<file path="src/vic_pkg.sv">
// Package of constants, types and helpers for the vectored interrupt controller
// Function
// - All peripheral requests merge into one request toward the core.
// - Eight trap sources exist and can never be masked.
// - Seven programmable priority levels can be given to the four priority_control_four sources; all other interrupt sources stay at level 4, traps at 8.
// - Primary table starts at 000004h: 8 traps then 118 source vectors.
// - Each entry holds a 24-bit routine address, fetched when servicing.
// - Every source owns one distinct table entry.
// - On equal terms the lower table position wins; vector 0 beats all.
// - Sources at the same priority level are ordered by vector position.
// - Alternate table follows primary; select bit 15 switches all vectoring.
// - Entry and return take a fixed cycle count for every source.
// - Reset bypasses the controller; execution restarts at address 000000h.
package vic_pkg;
   localparam int NTRAP = 8;
   localparam int NIRQ = 118;
   localparam int NVEC = NTRAP + NIRQ;
   localparam int IDX_W = 7;
   localparam int LVL_W = 4;
   localparam int PA_W = 24;
   localparam int CNT_W = 4;
   localparam int AXI_AW = 8;
   localparam logic [PA_W-1:0] IVT_BASE = 24'h000004;
   localparam logic [PA_W-1:0] ALTERNATE_VECTOR_TABLE_BASE = IVT_BASE + 24'(NVEC * 2);
   localparam logic [PA_W-1:0] RESET_PC = 24'h000000;
   localparam logic [LVL_W-1:0] TRAP_LVL = 4'h8;
   localparam logic [2:0] DEF_PRIO = 3'h4;
   // Interrupt source numbers of the four sources held in priority_control_four
   localparam int SRC_SI2C = 16;
   localparam int SRC_MI2C = 17;
   localparam int SRC_CN = 18;
   localparam int SRC_CMP = 19;
   // Register map
   localparam logic [AXI_AW-1:0] OFF_PRIO4 = 8'h00;
   localparam logic [AXI_AW-1:0] OFF_ICON2 = 8'h04;
   localparam logic [AXI_AW-1:0] OFF_STAT = 8'h08;
   localparam int CN_LSB = 12;
   localparam int CMP_LSB = 8;
   localparam int MI2C_LSB = 4;
   localparam int SI2C_LSB = 0;
   localparam logic [15:0] PRIO4_RST = 16'h4444;
   localparam logic [15:0] PRIO4_MASK = 16'h7777;
   localparam int ALT_BIT = 15;
   localparam logic [15:0] ICON2_RST = 16'h0000;
   localparam logic [15:0] ICON2_MASK = 16'h8000;
   localparam int STAT_IRQ_BIT = 0;
   localparam int STAT_BUSY_BIT = 1;
   localparam int STAT_IDX_LSB = 8;
   localparam int STAT_LVL_LSB = 16;
   localparam logic [1:0] RESP_OKAY = 2'h0;
   localparam logic [1:0] RESP_SLVERR = 2'h2;
   // Timing
   localparam int CLK_MHZ = 100;
   localparam int ENTRY_NS = 40;
   localparam int RET_NS = 30;
   localparam int ENTRY_CYC = (ENTRY_NS * CLK_MHZ + 999) / 1000;
   localparam int RET_CYC = (RET_NS * CLK_MHZ + 999) / 1000;

   typedef struct packed {
      logic valid;
      logic [IDX_W-1:0] idx;
      logic [LVL_W-1:0] lvl;
   } vic_win_s;

   typedef enum logic [3:0] {
      ST_IDLE = 4'b0001,
      ST_ENTER = 4'b0010,
      ST_SVC = 4'b0100,
      ST_RET = 4'b1000
   } vic_state_e;

   function automatic logic [PA_W-1:0] vic_vec_addr(input logic alt, input logic [IDX_W-1:0] idx);
      vic_vec_addr = (alt ? ALTERNATE_VECTOR_TABLE_BASE : IVT_BASE) + {16'h0000, idx, 1'b0};
   endfunction : vic_vec_addr

   function automatic logic [15:0] vic_merge16(input logic [15:0] old, input logic [31:0] data,
                                               input logic [3:0] strb, input logic [15:0] mask);
      logic [15:0] v;
      v = old;
      if (strb[0])
      begin
         v[7:0] = data[7:0];
      end
      if (strb[1])
      begin
         v[15:8] = data[15:8];
      end
      vic_merge16 = v & mask;
   endfunction : vic_merge16
endpackage : vic_pkg

</file>
<file path="src/vic_prio_arb.sv">
// Priority arbiter: highest level wins, lower vector position breaks ties
`timescale 1ns/1ps
module vic_prio_arb (
   input wire logic [vic_pkg::NVEC-1:0] req,
   input wire logic [vic_pkg::NVEC-1:0][vic_pkg::LVL_W-1:0] lvl,
   output vic_pkg::vic_win_s win
);
   vic_pkg::vic_win_s stg [0:vic_pkg::NVEC];

   assign stg[0] = '0;
   genvar i;
   generate
      for (i = 0; i < vic_pkg::NVEC; i++)
      begin : g_stage
         // Strictly greater keeps the earlier, lower-addressed vector
         assign stg[i+1] = (req[i] && (!stg[i].valid || lvl[i] > stg[i].lvl)) ?
                           vic_pkg::vic_win_s'{valid: 1'b1, idx: 7'(i), lvl: lvl[i]} :
                           stg[i];
      end
   endgenerate
   assign win = stg[vic_pkg::NVEC];
endmodule : vic_prio_arb

</file>
<file path="src/vic_vec_fetch.sv">
// Vector fetch: reads the routine address of one table entry
`timescale 1ns/1ps
module vic_vec_fetch (
   input wire logic aclk,
   input wire logic aresetn,
   input wire logic ce,
   input wire logic start,
   input wire logic alt,
   input wire logic [vic_pkg::IDX_W-1:0] idx,
   output logic vt_rd,
   output logic [vic_pkg::PA_W-1:0] vt_addr,
   input wire logic [vic_pkg::PA_W-1:0] vt_data,
   output logic [vic_pkg::PA_W-1:0] isr_addr
);
   logic rd_q_r;

   always_ff @(posedge aclk)
   begin
      if (!aresetn)
      begin
         vt_rd <= 1'b0;
         vt_addr <= 24'h000000;
         rd_q_r <= 1'b0;
         isr_addr <= 24'h000000;
      end
      else if (ce)
      begin
         vt_rd <= start;
         rd_q_r <= vt_rd;
         if (start)
         begin
            vt_addr <= vic_pkg::vic_vec_addr(alt, idx);
         end
         if (rd_q_r)
         begin
            isr_addr <= vt_data;
         end
      end
   end
endmodule : vic_vec_fetch

</file>
<file path="src/vic_top.sv">
// Vectored interrupt controller top with AXI4-Lite register slave
//
// Design decisions made here: the AXI4-Lite register port and the register addresses.
`timescale 1ns/1ps
module vic_top (
   input wire logic aclk,
   input wire logic aresetn,
   input wire logic ce,
   input wire logic [vic_pkg::NTRAP-1:0] trap_req,
   input wire logic [vic_pkg::NIRQ-1:0] irq_req,
   input wire logic [vic_pkg::LVL_W-1:0] core_ipl,
   input wire logic core_ack,
   input wire logic core_ret,
   output logic core_irq,
   output logic [vic_pkg::IDX_W-1:0] core_vec_idx,
   output logic [vic_pkg::LVL_W-1:0] core_irq_lvl,
   output logic isr_valid,
   output logic [vic_pkg::PA_W-1:0] isr_addr,
   output logic boot_load,
   output logic [vic_pkg::PA_W-1:0] boot_addr,
   output logic vt_rd,
   output logic [vic_pkg::PA_W-1:0] vt_addr,
   input wire logic [vic_pkg::PA_W-1:0] vt_data,
   input wire logic [vic_pkg::AXI_AW-1:0] s_axi_awaddr,
   input wire logic s_axi_awvalid,
   output logic s_axi_awready,
   input wire logic [31:0] s_axi_wdata,
   input wire logic [3:0] s_axi_wstrb,
   input wire logic s_axi_wvalid,
   output logic s_axi_wready,
   output logic [1:0] s_axi_bresp,
   output logic s_axi_bvalid,
   input wire logic s_axi_bready,
   input wire logic [vic_pkg::AXI_AW-1:0] s_axi_araddr,
   input wire logic s_axi_arvalid,
   output logic s_axi_arready,
   output logic [31:0] s_axi_rdata,
   output logic [1:0] s_axi_rresp,
   output logic s_axi_rvalid,
   input wire logic s_axi_rready
);
   // Registered outputs are seen one edge after their count ends
   localparam int ENTRY_D = vic_pkg::ENTRY_CYC + 1;
   localparam int RET_D = vic_pkg::RET_CYC + 1;

   logic [15:0] prio4_r;
   logic [15:0] icon2_r;
   logic aw_ok_r;
   logic [vic_pkg::AXI_AW-1:0] aw_addr_r;
   logic w_ok_r;
   logic [31:0] w_data_r;
   logic [3:0] w_strb_r;
   logic rd_prio_r;
   vic_pkg::vic_state_e st_r;
   vic_pkg::vic_state_e st_nxt;
   logic [vic_pkg::CNT_W-1:0] cnt_r;
   logic [vic_pkg::IDX_W-1:0] act_idx_r;
   logic [vic_pkg::LVL_W-1:0] act_lvl_r;
   logic boot_pend_r;

   // Register bus decode
   wire do_wr = aw_ok_r && w_ok_r && !s_axi_bvalid;
   wire wr_prio4 = aw_addr_r == vic_pkg::OFF_PRIO4;
   wire wr_icon2 = aw_addr_r == vic_pkg::OFF_ICON2;
   wire wr_mapped = wr_prio4 || wr_icon2 || (aw_addr_r == vic_pkg::OFF_STAT);
   wire rd_mapped = (s_axi_araddr == vic_pkg::OFF_PRIO4) || (s_axi_araddr == vic_pkg::OFF_ICON2) ||
                    (s_axi_araddr == vic_pkg::OFF_STAT);
   wire ar_take = s_axi_arvalid && s_axi_arready;
   wire alt_sel = icon2_r[vic_pkg::ALT_BIT];
   wire busy = st_r != vic_pkg::ST_IDLE;
   wire [31:0] stat_word = {12'h000, act_lvl_r, 1'b0, act_idx_r, 6'h00, busy, core_irq};
   wire [31:0] rd_word = (s_axi_araddr == vic_pkg::OFF_PRIO4) ? {16'h0000, prio4_r} :
                         (s_axi_araddr == vic_pkg::OFF_ICON2) ? {16'h0000, icon2_r} :
                         (s_axi_araddr == vic_pkg::OFF_STAT) ? stat_word : 32'h00000000;

   assign s_axi_awready = ce && !aw_ok_r && !s_axi_bvalid;
   assign s_axi_wready = ce && !w_ok_r && !s_axi_bvalid;
   assign s_axi_arready = ce && !s_axi_rvalid;

   // Per-vector requests and levels
   wire [vic_pkg::NVEC-1:0] req_all = {irq_req, trap_req};
   logic [vic_pkg::NVEC-1:0][vic_pkg::LVL_W-1:0] lvl;
   logic [vic_pkg::NVEC-1:0] req_en;
   genvar i;
   generate
      for (i = 0; i < vic_pkg::NVEC; i++)
      begin : g_lvl
         localparam int S = i - vic_pkg::NTRAP;
         if (i < vic_pkg::NTRAP)
         begin : g_trap
            assign lvl[i] = vic_pkg::TRAP_LVL;
         end
         else if (S == vic_pkg::SRC_CN)
         begin : g_cn
            assign lvl[i] = {1'b0, prio4_r[vic_pkg::CN_LSB +: 3]};
         end
         else if (S == vic_pkg::SRC_CMP)
         begin : g_cmp
            assign lvl[i] = {1'b0, prio4_r[vic_pkg::CMP_LSB +: 3]};
         end
         else if (S == vic_pkg::SRC_MI2C)
         begin : g_mi2c
            assign lvl[i] = {1'b0, prio4_r[vic_pkg::MI2C_LSB +: 3]};
         end
         else if (S == vic_pkg::SRC_SI2C)
         begin : g_si2c
            assign lvl[i] = {1'b0, prio4_r[vic_pkg::SI2C_LSB +: 3]};
         end
         else
         begin : g_def
            assign lvl[i] = {1'b0, vic_pkg::DEF_PRIO};
         end
         assign req_en[i] = req_all[i] && (lvl[i] != 4'h0);
      end
   endgenerate

   vic_pkg::vic_win_s win;
   vic_prio_arb u_arb (
      .req(req_en),
      .lvl(lvl),
      .win(win)
   );

   // Traps bypass the core priority compare
   wire win_trap = win.idx < 7'(vic_pkg::NTRAP);
   wire elig = win.valid && (win_trap || win.lvl > core_ipl);
   wire take_ack = core_irq && core_ack;
   wire fetch_start = (st_r == vic_pkg::ST_ENTER) && (cnt_r == 4'h0);
   wire enter_end = cnt_r == 4'(vic_pkg::ENTRY_CYC - 1);
   wire ret_end = cnt_r == 4'(vic_pkg::RET_CYC - 1);

   vic_vec_fetch u_fetch (
      .aclk(aclk),
      .aresetn(aresetn),
      .ce(ce),
      .start(fetch_start),
      .alt(alt_sel),
      .idx(act_idx_r),
      .vt_rd(vt_rd),
      .vt_addr(vt_addr),
      .vt_data(vt_data),
      .isr_addr(isr_addr)
   );

   always_comb
   begin
      st_nxt = st_r;
      case (st_r)
         vic_pkg::ST_IDLE:
            if (take_ack)
               st_nxt = vic_pkg::ST_ENTER;
         vic_pkg::ST_ENTER:
            if (enter_end)
               st_nxt = vic_pkg::ST_SVC;
         vic_pkg::ST_SVC:
            if (core_ret)
               st_nxt = vic_pkg::ST_RET;
         vic_pkg::ST_RET:
            if (ret_end)
               st_nxt = vic_pkg::ST_IDLE;
         default:
            st_nxt = vic_pkg::ST_IDLE;
      endcase
   end

   // Service sequencing and core request
   always_ff @(posedge aclk)
   begin
      if (!aresetn)
      begin
         st_r <= vic_pkg::ST_IDLE;
         cnt_r <= 4'h0;
         core_irq <= 1'b0;
         core_vec_idx <= 7'h00;
         core_irq_lvl <= 4'h0;
         act_idx_r <= 7'h00;
         act_lvl_r <= 4'h0;
         isr_valid <= 1'b0;
         boot_pend_r <= 1'b1;
      end
      else if (ce)
      begin
         st_r <= st_nxt;
         cnt_r <= (st_nxt != st_r) ? 4'h0 : cnt_r + 4'h1;
         boot_pend_r <= 1'b0;
         core_irq <= (st_r == vic_pkg::ST_IDLE) && !take_ack && !boot_pend_r && elig;
         if ((st_r == vic_pkg::ST_IDLE) && !take_ack)
         begin
            core_vec_idx <= win.idx;
            core_irq_lvl <= win.lvl;
         end
         if (take_ack)
         begin
            act_idx_r <= core_vec_idx;
            act_lvl_r <= core_irq_lvl;
         end
         isr_valid <= (st_r == vic_pkg::ST_ENTER) && enter_end;
      end
   end

   assign boot_load = boot_pend_r;
   assign boot_addr = vic_pkg::RESET_PC;

   // AXI4-Lite write path
   always_ff @(posedge aclk)
   begin
      if (!aresetn)
      begin
         aw_ok_r <= 1'b0;
         aw_addr_r <= 8'h00;
         w_ok_r <= 1'b0;
         w_data_r <= 32'h00000000;
         w_strb_r <= 4'h0;
         s_axi_bvalid <= 1'b0;
         s_axi_bresp <= vic_pkg::RESP_OKAY;
         prio4_r <= vic_pkg::PRIO4_RST;
         icon2_r <= vic_pkg::ICON2_RST;
      end
      else if (ce)
      begin
         if (s_axi_awvalid && s_axi_awready)
         begin
            aw_ok_r <= 1'b1;
            aw_addr_r <= s_axi_awaddr;
         end
         if (s_axi_wvalid && s_axi_wready)
         begin
            w_ok_r <= 1'b1;
            w_data_r <= s_axi_wdata;
            w_strb_r <= s_axi_wstrb;
         end
         if (do_wr)
         begin
            aw_ok_r <= 1'b0;
            w_ok_r <= 1'b0;
            s_axi_bvalid <= 1'b1;
            s_axi_bresp <= wr_mapped ? vic_pkg::RESP_OKAY : vic_pkg::RESP_SLVERR;
            if (wr_prio4)
            begin
               prio4_r <= vic_pkg::vic_merge16(prio4_r, w_data_r, w_strb_r, vic_pkg::PRIO4_MASK);
            end
            if (wr_icon2)
            begin
               icon2_r <= vic_pkg::vic_merge16(icon2_r, w_data_r, w_strb_r, vic_pkg::ICON2_MASK);
            end
         end
         else if (s_axi_bvalid && s_axi_bready)
         begin
            s_axi_bvalid <= 1'b0;
         end
      end
   end

   // AXI4-Lite read path
   always_ff @(posedge aclk)
   begin
      if (!aresetn)
      begin
         s_axi_rvalid <= 1'b0;
         s_axi_rdata <= 32'h00000000;
         s_axi_rresp <= vic_pkg::RESP_OKAY;
         rd_prio_r <= 1'b0;
      end
      else if (ce)
      begin
         if (ar_take)
         begin
            s_axi_rvalid <= 1'b1;
            s_axi_rdata <= rd_word;
            s_axi_rresp <= rd_mapped ? vic_pkg::RESP_OKAY : vic_pkg::RESP_SLVERR;
            rd_prio_r <= s_axi_araddr == vic_pkg::OFF_PRIO4;
         end
         else if (s_axi_rvalid && s_axi_rready)
         begin
            s_axi_rvalid <= 1'b0;
         end
      end
   end

   // Checks
   logic [vic_pkg::NVEC-1:0] beats;
   generate
      for (i = 0; i < vic_pkg::NVEC; i++)
      begin : g_beat
         assign beats[i] = req_en[i] && (i != int'(win.idx)) &&
                           ((i < int'(win.idx)) ? (lvl[i] >= win.lvl) : (lvl[i] > win.lvl));
      end
   endgenerate
endmodule : vic_top

</file>
<file path="config.mk">
export PLATFORM = sky130hd
export DESIGN_NAME = vic_top
export DESIGN_NICKNAME = d
export VERILOG_FILES = /design/src/vic_pkg.sv /design/src/vic_prio_arb.sv /design/src/vic_vec_fetch.sv /design/src/vic_top.sv
export SDC_FILE = /design/constraint.sdc
export NUM_CORES = 1
export LEC_CHECK = 0
export BUFFER_PORTS_ARGS = -buffer_cell sky130_fd_sc_hd__buf_2
export CORE_MARGIN = 5
export CORE_UTILIZATION = 45
export DETAILED_ROUTE_END_ITERATION = 8
export PLACE_DENSITY_LB_ADDON = 0.2
export SYNTH_ARGS = -nofsm -noshare
export SYNTH_HDL_FRONTEND = slang
export SYNTH_SLANG_ARGS = --single-unit
</file>
<file path="constraint.sdc">
create_clock -name aclk -period 9.5 [get_ports aclk]
set_input_delay 0.95 -clock aclk [delete_from_list [all_inputs] [get_ports aclk]]
set_output_delay 0.95 -clock aclk [all_outputs]
set_load 0.005 [all_outputs]
</file>
==> metrics.cfg, run 1 <==
[finish]
antenna_diodes=0
fraction_of_layout_cells_with_a_size_suffix_above_1_pct=23.1
layout_commonest_cell=sky130_fd_sc_hd__buf_2
layout.nets=1661
most-common-layout-cells=sky130_fd_sc_hd__buf_2 (267), sky130_fd_sc_hd__nand2_1 (212), sky130_fd_sc_hd__a21oi_1 (141)
final_core_util_pct=56.0
flow.area_growth_from_synthesis_pct=23.7
layout.filler_cells=1816

[setup_path]
critPathLaunchType=primary input
critical_path.endpoint_type=register
worst_ep_required_time_ps=9770
reg2reg_to=core_irq
arrival_ps=9120
delay_of_the_slowest_critical_path_stage_ps=620
cpMaxStageDelayCell=sky130_fd_sc_hd__or4b_4
r2r_cells=37
ff2ff_setup_slack_ps=1600
worstPathMaxFanout=14
cp_common_cell=sky130_fd_sc_hd__ha_1
rr_startpoint=prio4_r[2]
critical_path_class=in -> reg

[place]
dp.final_hpwl_mm=20.6
portBuffers=267
gpl.final_weighted_congestion=0.939

[global_routing]
grt_pass1_wl_mm=41.7
first_global_vias=8550
gr-usage-all-layers_pct=23.2
pin_count_of_the_biggest_net_entering_global_routing=73
initial_antenna_violation_count=1
grt_total_ovfl=0

[clocking]
worst_setup_hold_path_clk_slew_ps=50
worst_skew_pair.late_latency_ps=410
tritoncts=yes
cts.repair_timing.setup_buffer_count=0
cts.path.max_buffers=2
clock-root-buffer=sky130_fd_sc_hd__clkbuf_16
cts_sinks=128
ctsHtreeMaxLevel=4
cts_made_buffers=17

[floorplan]
die_footprint_um2=21500
row_count=50
core_area_um2=18600
floorplan.initialDensity_pct=45.3
die_width_um=147
die_h_um=147
ios=344

[hold_path]
hold-path-cell-count=2
hold_path.startpoint=s_axi_rdata[13]
hold_class=reg -> reg
worstHoldEndpoint=s_axi_rdata[13]

[timing]
maxSlewHeadroom_pct=39.9
final.setup_skew_ps=7.37
hold_violations=0
period_share_pct=93.1
drv_slew=0
fmaxAchievable_mhz=113
aggregate_negative_setup_slack_ps=0
final.min_clock_period_ps=8850
worst_slew_pin_slew_ps=901
grt_setup_unrepaired=false
setup_viol=0

[synthesis]
synth_compound_gate_area_share_pct=24.4
synthXorXnorAreaFrac_pct=0.832
post_synthesis_simple_gate_area_fraction_pct=29.7
ys_async_sr_fraction_pct=0
ys_dominant_reg_cell=sky130_fd_sc_hd__dfxtp_1
synth-seq-area-share_pct=30.4
post_synth_mux_area_share_pct=2.76
synth.ff_latch_count=128
post_synth_fa_ha_maj_area_fraction_pct=2.82
synth.yosys.warnings=0
yosysUniqueCellTypes=76
synth_top_family_by_area=simple AND/OR/NAND/NOR gates
avgSynthCellArea_um2=7.15
post_synth_inst_count=1178
number_of_flops_mapped_to_enable_cells_by_yosys=0
syn-cell-area_um2=8420

[status]
run_status=completed

[power_and_ir_drop]
power-per-cell-area_nw_per_um2=141
total_power_mw=1.47
ir_worst_vdd_v=0.000134
static-leakage-power_nw=4.46

[detailed_routing]
detailroute.via_count=9181
wl_per_cell_um=15.8
drt-vias-per-instance=5.49
total_wirelength_of_the_detailed_routed_design_mm=26.4
drt_first_iter_violations=533
drc_violations_left=0
detailedRoute.firstPassIterationCount=5
final_antenna_net_count=0

[job]
max_cap_violations=0

[how the worst max path moves through the flow]
stage,from,endpoint,slack [ps]
6_report,irq_req[12],core_irq,650
4_1_cts,trap_req[1],core_irq,520
3_5_place_dp,trap_req[1],core_irq,130
3_3_place_gp,trap_req[1],core_irq,360
2_1_floorplan,trap_req[1],core_irq,1070
5_1_grt,irq_req[12],core_irq,20
[worst max-delay path, delay by kind of cell]
family,cells,cell delay [ps]
AOI/OAI and AO/OA,16,3120
adders and majority gates,5,1360
buffers and inverters,2,190
muxes,2,530
and+or+nand+nor,15,2960
[kinds of logic after synthesis]
kind of cell	Yosys count
xor+xnor	8
simple gates	528
fa+ha+maj	19
compound gates	324
buf+inv	147
mux	23
other cells	1
flops	128
[per-stage QoR]
stage | std cells | worst slack (ps) | instance area [um^2] | hold WS (ps)
after floorplan | 1232 | 1070 | 8620 | 436
final | 1673 | 652 | 10400 | 448
after CTS | 1673 | 524 | 10400 | 450
after detailed placement | 1641 | 125 | 9730 | 444
after global placement | 1641 | 355 | 9730 | 438
after global routing | 1673 | 21.8 | 10400 | 472
[where the power goes]
| group | internal, mW | switching (mW) |
|---|---|---|
| clock | 0.506 | 0.234 |
| combinational | 0.0678 | 0.105 |
| sequential | 0.548 | 0.00931 |
[cell usage after synthesis, drive strengths merged, types with 16 or more instances]
| master | number | share of area, % |
|---|---|---|
| o31ai | 16 | 1.6 |
| nand2 | 212 | 9.5 |
| a21oi | 143 | 8.6 |
| dfxtp | 128 | 30 |
| nor2 | 138 | 6.2 |
| nand3 | 18 | 1.1 |
| nor3 | 37 | 2.2 |
| ha | 19 | 2.8 |
| nor4 | 40 | 3.7 |
| mux2i | 21 | 2.5 |
| clkbuf | 40 | 1.8 |
| buf | 60 | 5.2 |
| inv | 47 | 2.1 |
| o21ai | 40 | 2.4 |
[per-layer routing]
layer | routed length, um | global-route usage, % | share of wire, %
met1 | 11500 | 30.2 | 44
met2 | 12600 | 39.4 | 48
met3 | 1830 | 5.00 | 6.9
met4 | 437 | 5.32 | 1.7
met5 | 13 | 0 | 0.049
[cell type report]
cell class | count | area, um^2 | share of cell area (%)
multi-input cells | 957 | 5310 | 51.0
inverters | 47 | 178 | 1.71
repair buffers | 275 | 1400 | 13.4
well taps | 234 | 293 | 2.81
clock buffers | 22 | 464 | 4.46
flip-flops and latches | 128 | 2560 | 24.6
clock inverters | 10 | 206 | 1.98
[flip-flops by register name, indices dropped and copies added, names as in the netlist, 2 cells and up]
| name | count |
|---|---|
| act_idx_r | 7 |
| act_lvl_r | 4 |
| aw_addr_r | 8 |
| cnt_r | 4 |
| core_irq_lvl | 4 |
| core_vec_idx | 7 |
| prio4_r | 12 |
| s_axi_rdata | 18 |
| st_r | 4 |
| u_fetch.isr_addr | 24 |
| u_fetch.vt_addr | 9 |
| w_data_r | 13 |
| w_strb_r | 2 |
[timing repair]
item                                    in CTS  in global routing
endpoints found under the setup margin       0                  1
resized for setup                            0                  2
hold buffers                                 0                  0
Power figures use the tool's default switching activity.
==> inputs of run 2 (changes only) <==
--- a/config.mk
+++ b/config.mk
@@ -6,10 +6,13 @@
 export NUM_CORES = 1
 export LEC_CHECK = 0
 export BUFFER_PORTS_ARGS = -buffer_cell sky130_fd_sc_hd__buf_2
+export CORE_ASPECT_RATIO = 0.5
 export CORE_MARGIN = 5
 export CORE_UTILIZATION = 45
+export CTS_CLUSTER_SIZE = 14
 export DETAILED_ROUTE_END_ITERATION = 8
 export PLACE_DENSITY_LB_ADDON = 0.2
+export RECOVER_POWER = 100
 export SYNTH_ARGS = -nofsm -noshare
 export SYNTH_HDL_FRONTEND = slang
 export SYNTH_SLANG_ARGS = --single-unit
==> run 2 against run 1 <==
Net effect:
- the run now ends with capacitance limit, slew limit left
- first-iteration DRC count is 0.19% higher
- design area fell by 1.1%
- fmax fell by 1.3%
- utilization is essentially flat
- via count up 1.5%
- non-clock buffer count shrank 1
- sequential cell count did not move
- register-to-register slack worse by 140 ps
- hold slack improved by 4.5 ps
- wire length up 2.7%
- critical path type unchanged
- largest cell class unchanged
- highest routed layer is now met4
==> metrics.cfg, run 2 (synthesis results as in run 1) <==
[detailed_routing]
total_wirelength_of_the_detailed_routed_design_mm=27.1  ; +2.7%
final_antenna_net_count=0  ; unchanged
drt-vias-per-instance=5.55  ; +1.2%
wl_per_cell_um=16.1  ; +2.4%
detailedRoute.firstPassIterationCount=5  ; unchanged
drt_first_iter_violations=534  ; +0.19%
drc_violations_left=0  ; unchanged
detailroute.via_count=9320  ; +1.5%

[clocking]
ctsHtreeMaxLevel=4  ; unchanged
cts.path.max_buffers=2  ; unchanged
tritoncts=yes
clock-root-buffer=sky130_fd_sc_hd__clkbuf_16
cts_sinks=128  ; unchanged
worst_skew_pair.late_latency_ps=410  ; about the same
cts_made_buffers=17  ; unchanged
worst_setup_hold_path_clk_slew_ps=60  ; about the same

[global_routing]
initial_antenna_violation_count=1  ; unchanged
first_global_vias=8824  ; +3.2%
pin_count_of_the_biggest_net_entering_global_routing=110  ; +51%
gr-usage-all-layers_pct=23.7  ; +0.55 points
grt_total_ovfl=0  ; unchanged
grt_pass1_wl_mm=43.1  ; +3.4%

[job]
max_cap_violations=1  ; +1

[status]
run_status=complete, but fails checks
failed_checks=capacitance limit, slew limit

[setup_path]
cpLargestDelayFamily=simple AND/OR/NAND/NOR gates
rr_startpoint=prio4_r[2]
critPathLaunchType=primary input
cpMaxStageDelayCell=sky130_fd_sc_hd__or4b_4
worst_ep_required_time_ps=9770  ; about the same
worst-path-buf-inv=2  ; unchanged
critical_path.endpoint_type=register
arrival_ps=9240  ; +120 ps
r2r_cells=38  ; +2.7%
worstPathMaxFanout=14  ; unchanged
cp_common_cell=sky130_fd_sc_hd__ha_1
critical_path_class=in -> reg
ff2ff_setup_slack_ps=1460  ; -140 ps
delay_of_the_slowest_critical_path_stage_ps=620  ; about the same
reg2reg_to=core_irq

[floorplan]
die_footprint_um2=21700  ; +0.77%
die_h_um=107  ; -27%
core_area_um2=18400  ; -1.0%
die_width_um=203  ; +39%
row_count=35  ; -30%
ios=344  ; unchanged
floorplan.initialDensity_pct=45.8  ; +0.46 points

[timing]
aggregate_negative_setup_slack_ps=0  ; unchanged
setup_viol=0  ; unchanged
period_share_pct=94.4  ; +1.2 points
hold_slack_ps=453  ; +4.48 ps
worst_slew_pin_slew_ps=4700  ; +3800 ps
final.setup_skew_ps=12.7  ; +5.37 ps
final.min_clock_period_ps=8970  ; +117 ps
drv_slew=110  ; +110
grt_setup_unrepaired=false
hold_violations=0  ; unchanged
maxSlewHeadroom_pct=-214  ; -250 points
fmaxAchievable_mhz=112  ; -1.3%

[finish]
flow.area_growth_from_synthesis_pct=22.4
most-common-layout-cells=sky130_fd_sc_hd__buf_2 (223), sky130_fd_sc_hd__nand2_1 (212), sky130_fd_sc_hd__a21oi_1 (141)
final_core_util_pct=56.0  ; about the same
fraction_of_layout_cells_with_a_size_suffix_above_1_pct=20.3  ; -2.8 points
layout_commonest_cell=sky130_fd_sc_hd__buf_2
largest_register_ffs=24  ; unchanged
layout.nets=1660  ; -0.060%
reg_top3=u_fetch.isr_addr x24, s_axi_rdata x18, w_data_r x13
largest_register=u_fetch.isr_addr

[power_and_ir_drop]
ir_worst_vdd_v=0.000144  ; +7.6%
power-per-cell-area_nw_per_um2=133  ; -5.6%
static-leakage-power_nw=4.22  ; -5.4%

[hold_path]
hold_class=reg -> reg
hold_path.startpoint=s_axi_rdata[15]
worstHoldEndpoint=s_axi_rdata[15]
hold-path-cell-count=2  ; unchanged

[place]
portBuffers=267  ; unchanged
gpl.final_weighted_congestion=0.880  ; -6.3%
dp.final_hpwl_mm=21.5  ; +4.3%

==> run 2: final cells by class <==
cell class,instances,area [um^2]
timing repair buffer,274,1330
multi-input combinational,957,5340
clock buffer,19,453
fill,1817,8090
tap,240,300
sequential,128,2560
clock inverter,12,135
inverter,47,178
antenna,1,2.50
==> run 2: timing repair <==
item	4_1_cts	5_1_grt
setup buffers	0	0
resized for setup	0	7
hold buffers	0	0
setup endpoints to repair	0	1
==> run 2: how the worst max path moves through the flow <==
stage               slack (ps)       end  cells after the start         from
floorplan                 1070  core_irq                     41  trap_req[1]
global placement           290  core_irq                     40  irq_req[12]
detailed placement         -30  core_irq                     40   irq_req[4]
CTS                        360  core_irq                     40   irq_req[4]
global route                20  core_irq                     41   irq_req[8]
finish                     530  core_irq                     41   irq_req[8]
==> run 2: report_power, final <==
| part | switching (mW) | internal (mW) | total [mW] | leakage, nW |
|---|---|---|---|---|
| Combinational | 0.106 | 0.0671 | 0.173 | 2.90 |
| Clock | 0.242 | 0.399 | 0.641 | 0.277 |
| Sequential | 0.00947 | 0.548 | 0.558 | 1.04 |
==> run 2: worst register-to-register path: cells and delay by family (launching register included) <==
family | cells | cell delay (ps)
AOI/OAI and AO/OA | 16 | 2900
and+or+nand+nor | 13 | 2390
adders and majority gates | 5 | 1430
muxes | 2 | 570
DFF | 1 | 470
buffers and inverters | 2 | 160
==> run 2: metrics by stage <==
stage / worst slack [ps] / instances / power [mW] / area, um^2
after floorplan: 1070 / 1232 / 0.667 / 8620
after global placement: 291 / 1646 / 0.735 / 9740
after detailed placement: -30.6 / 1646 / 0.739 / 9740
after CTS: 360 / 1677 / 1.38 / 10300
after global routing: 23.0 / 1678 / 1.43 / 10300
final: 535 / 1678 / 1.37 / 10300
==> run 2: layer usage <==
metal	routed length (um)	global-route usage, %	part of all wire, %
met4	364	4.95	1.3
met1	12100	31.3	45
met3	1760	3.72	6.5
met2	12900	41.4	48
met5	0	0	0
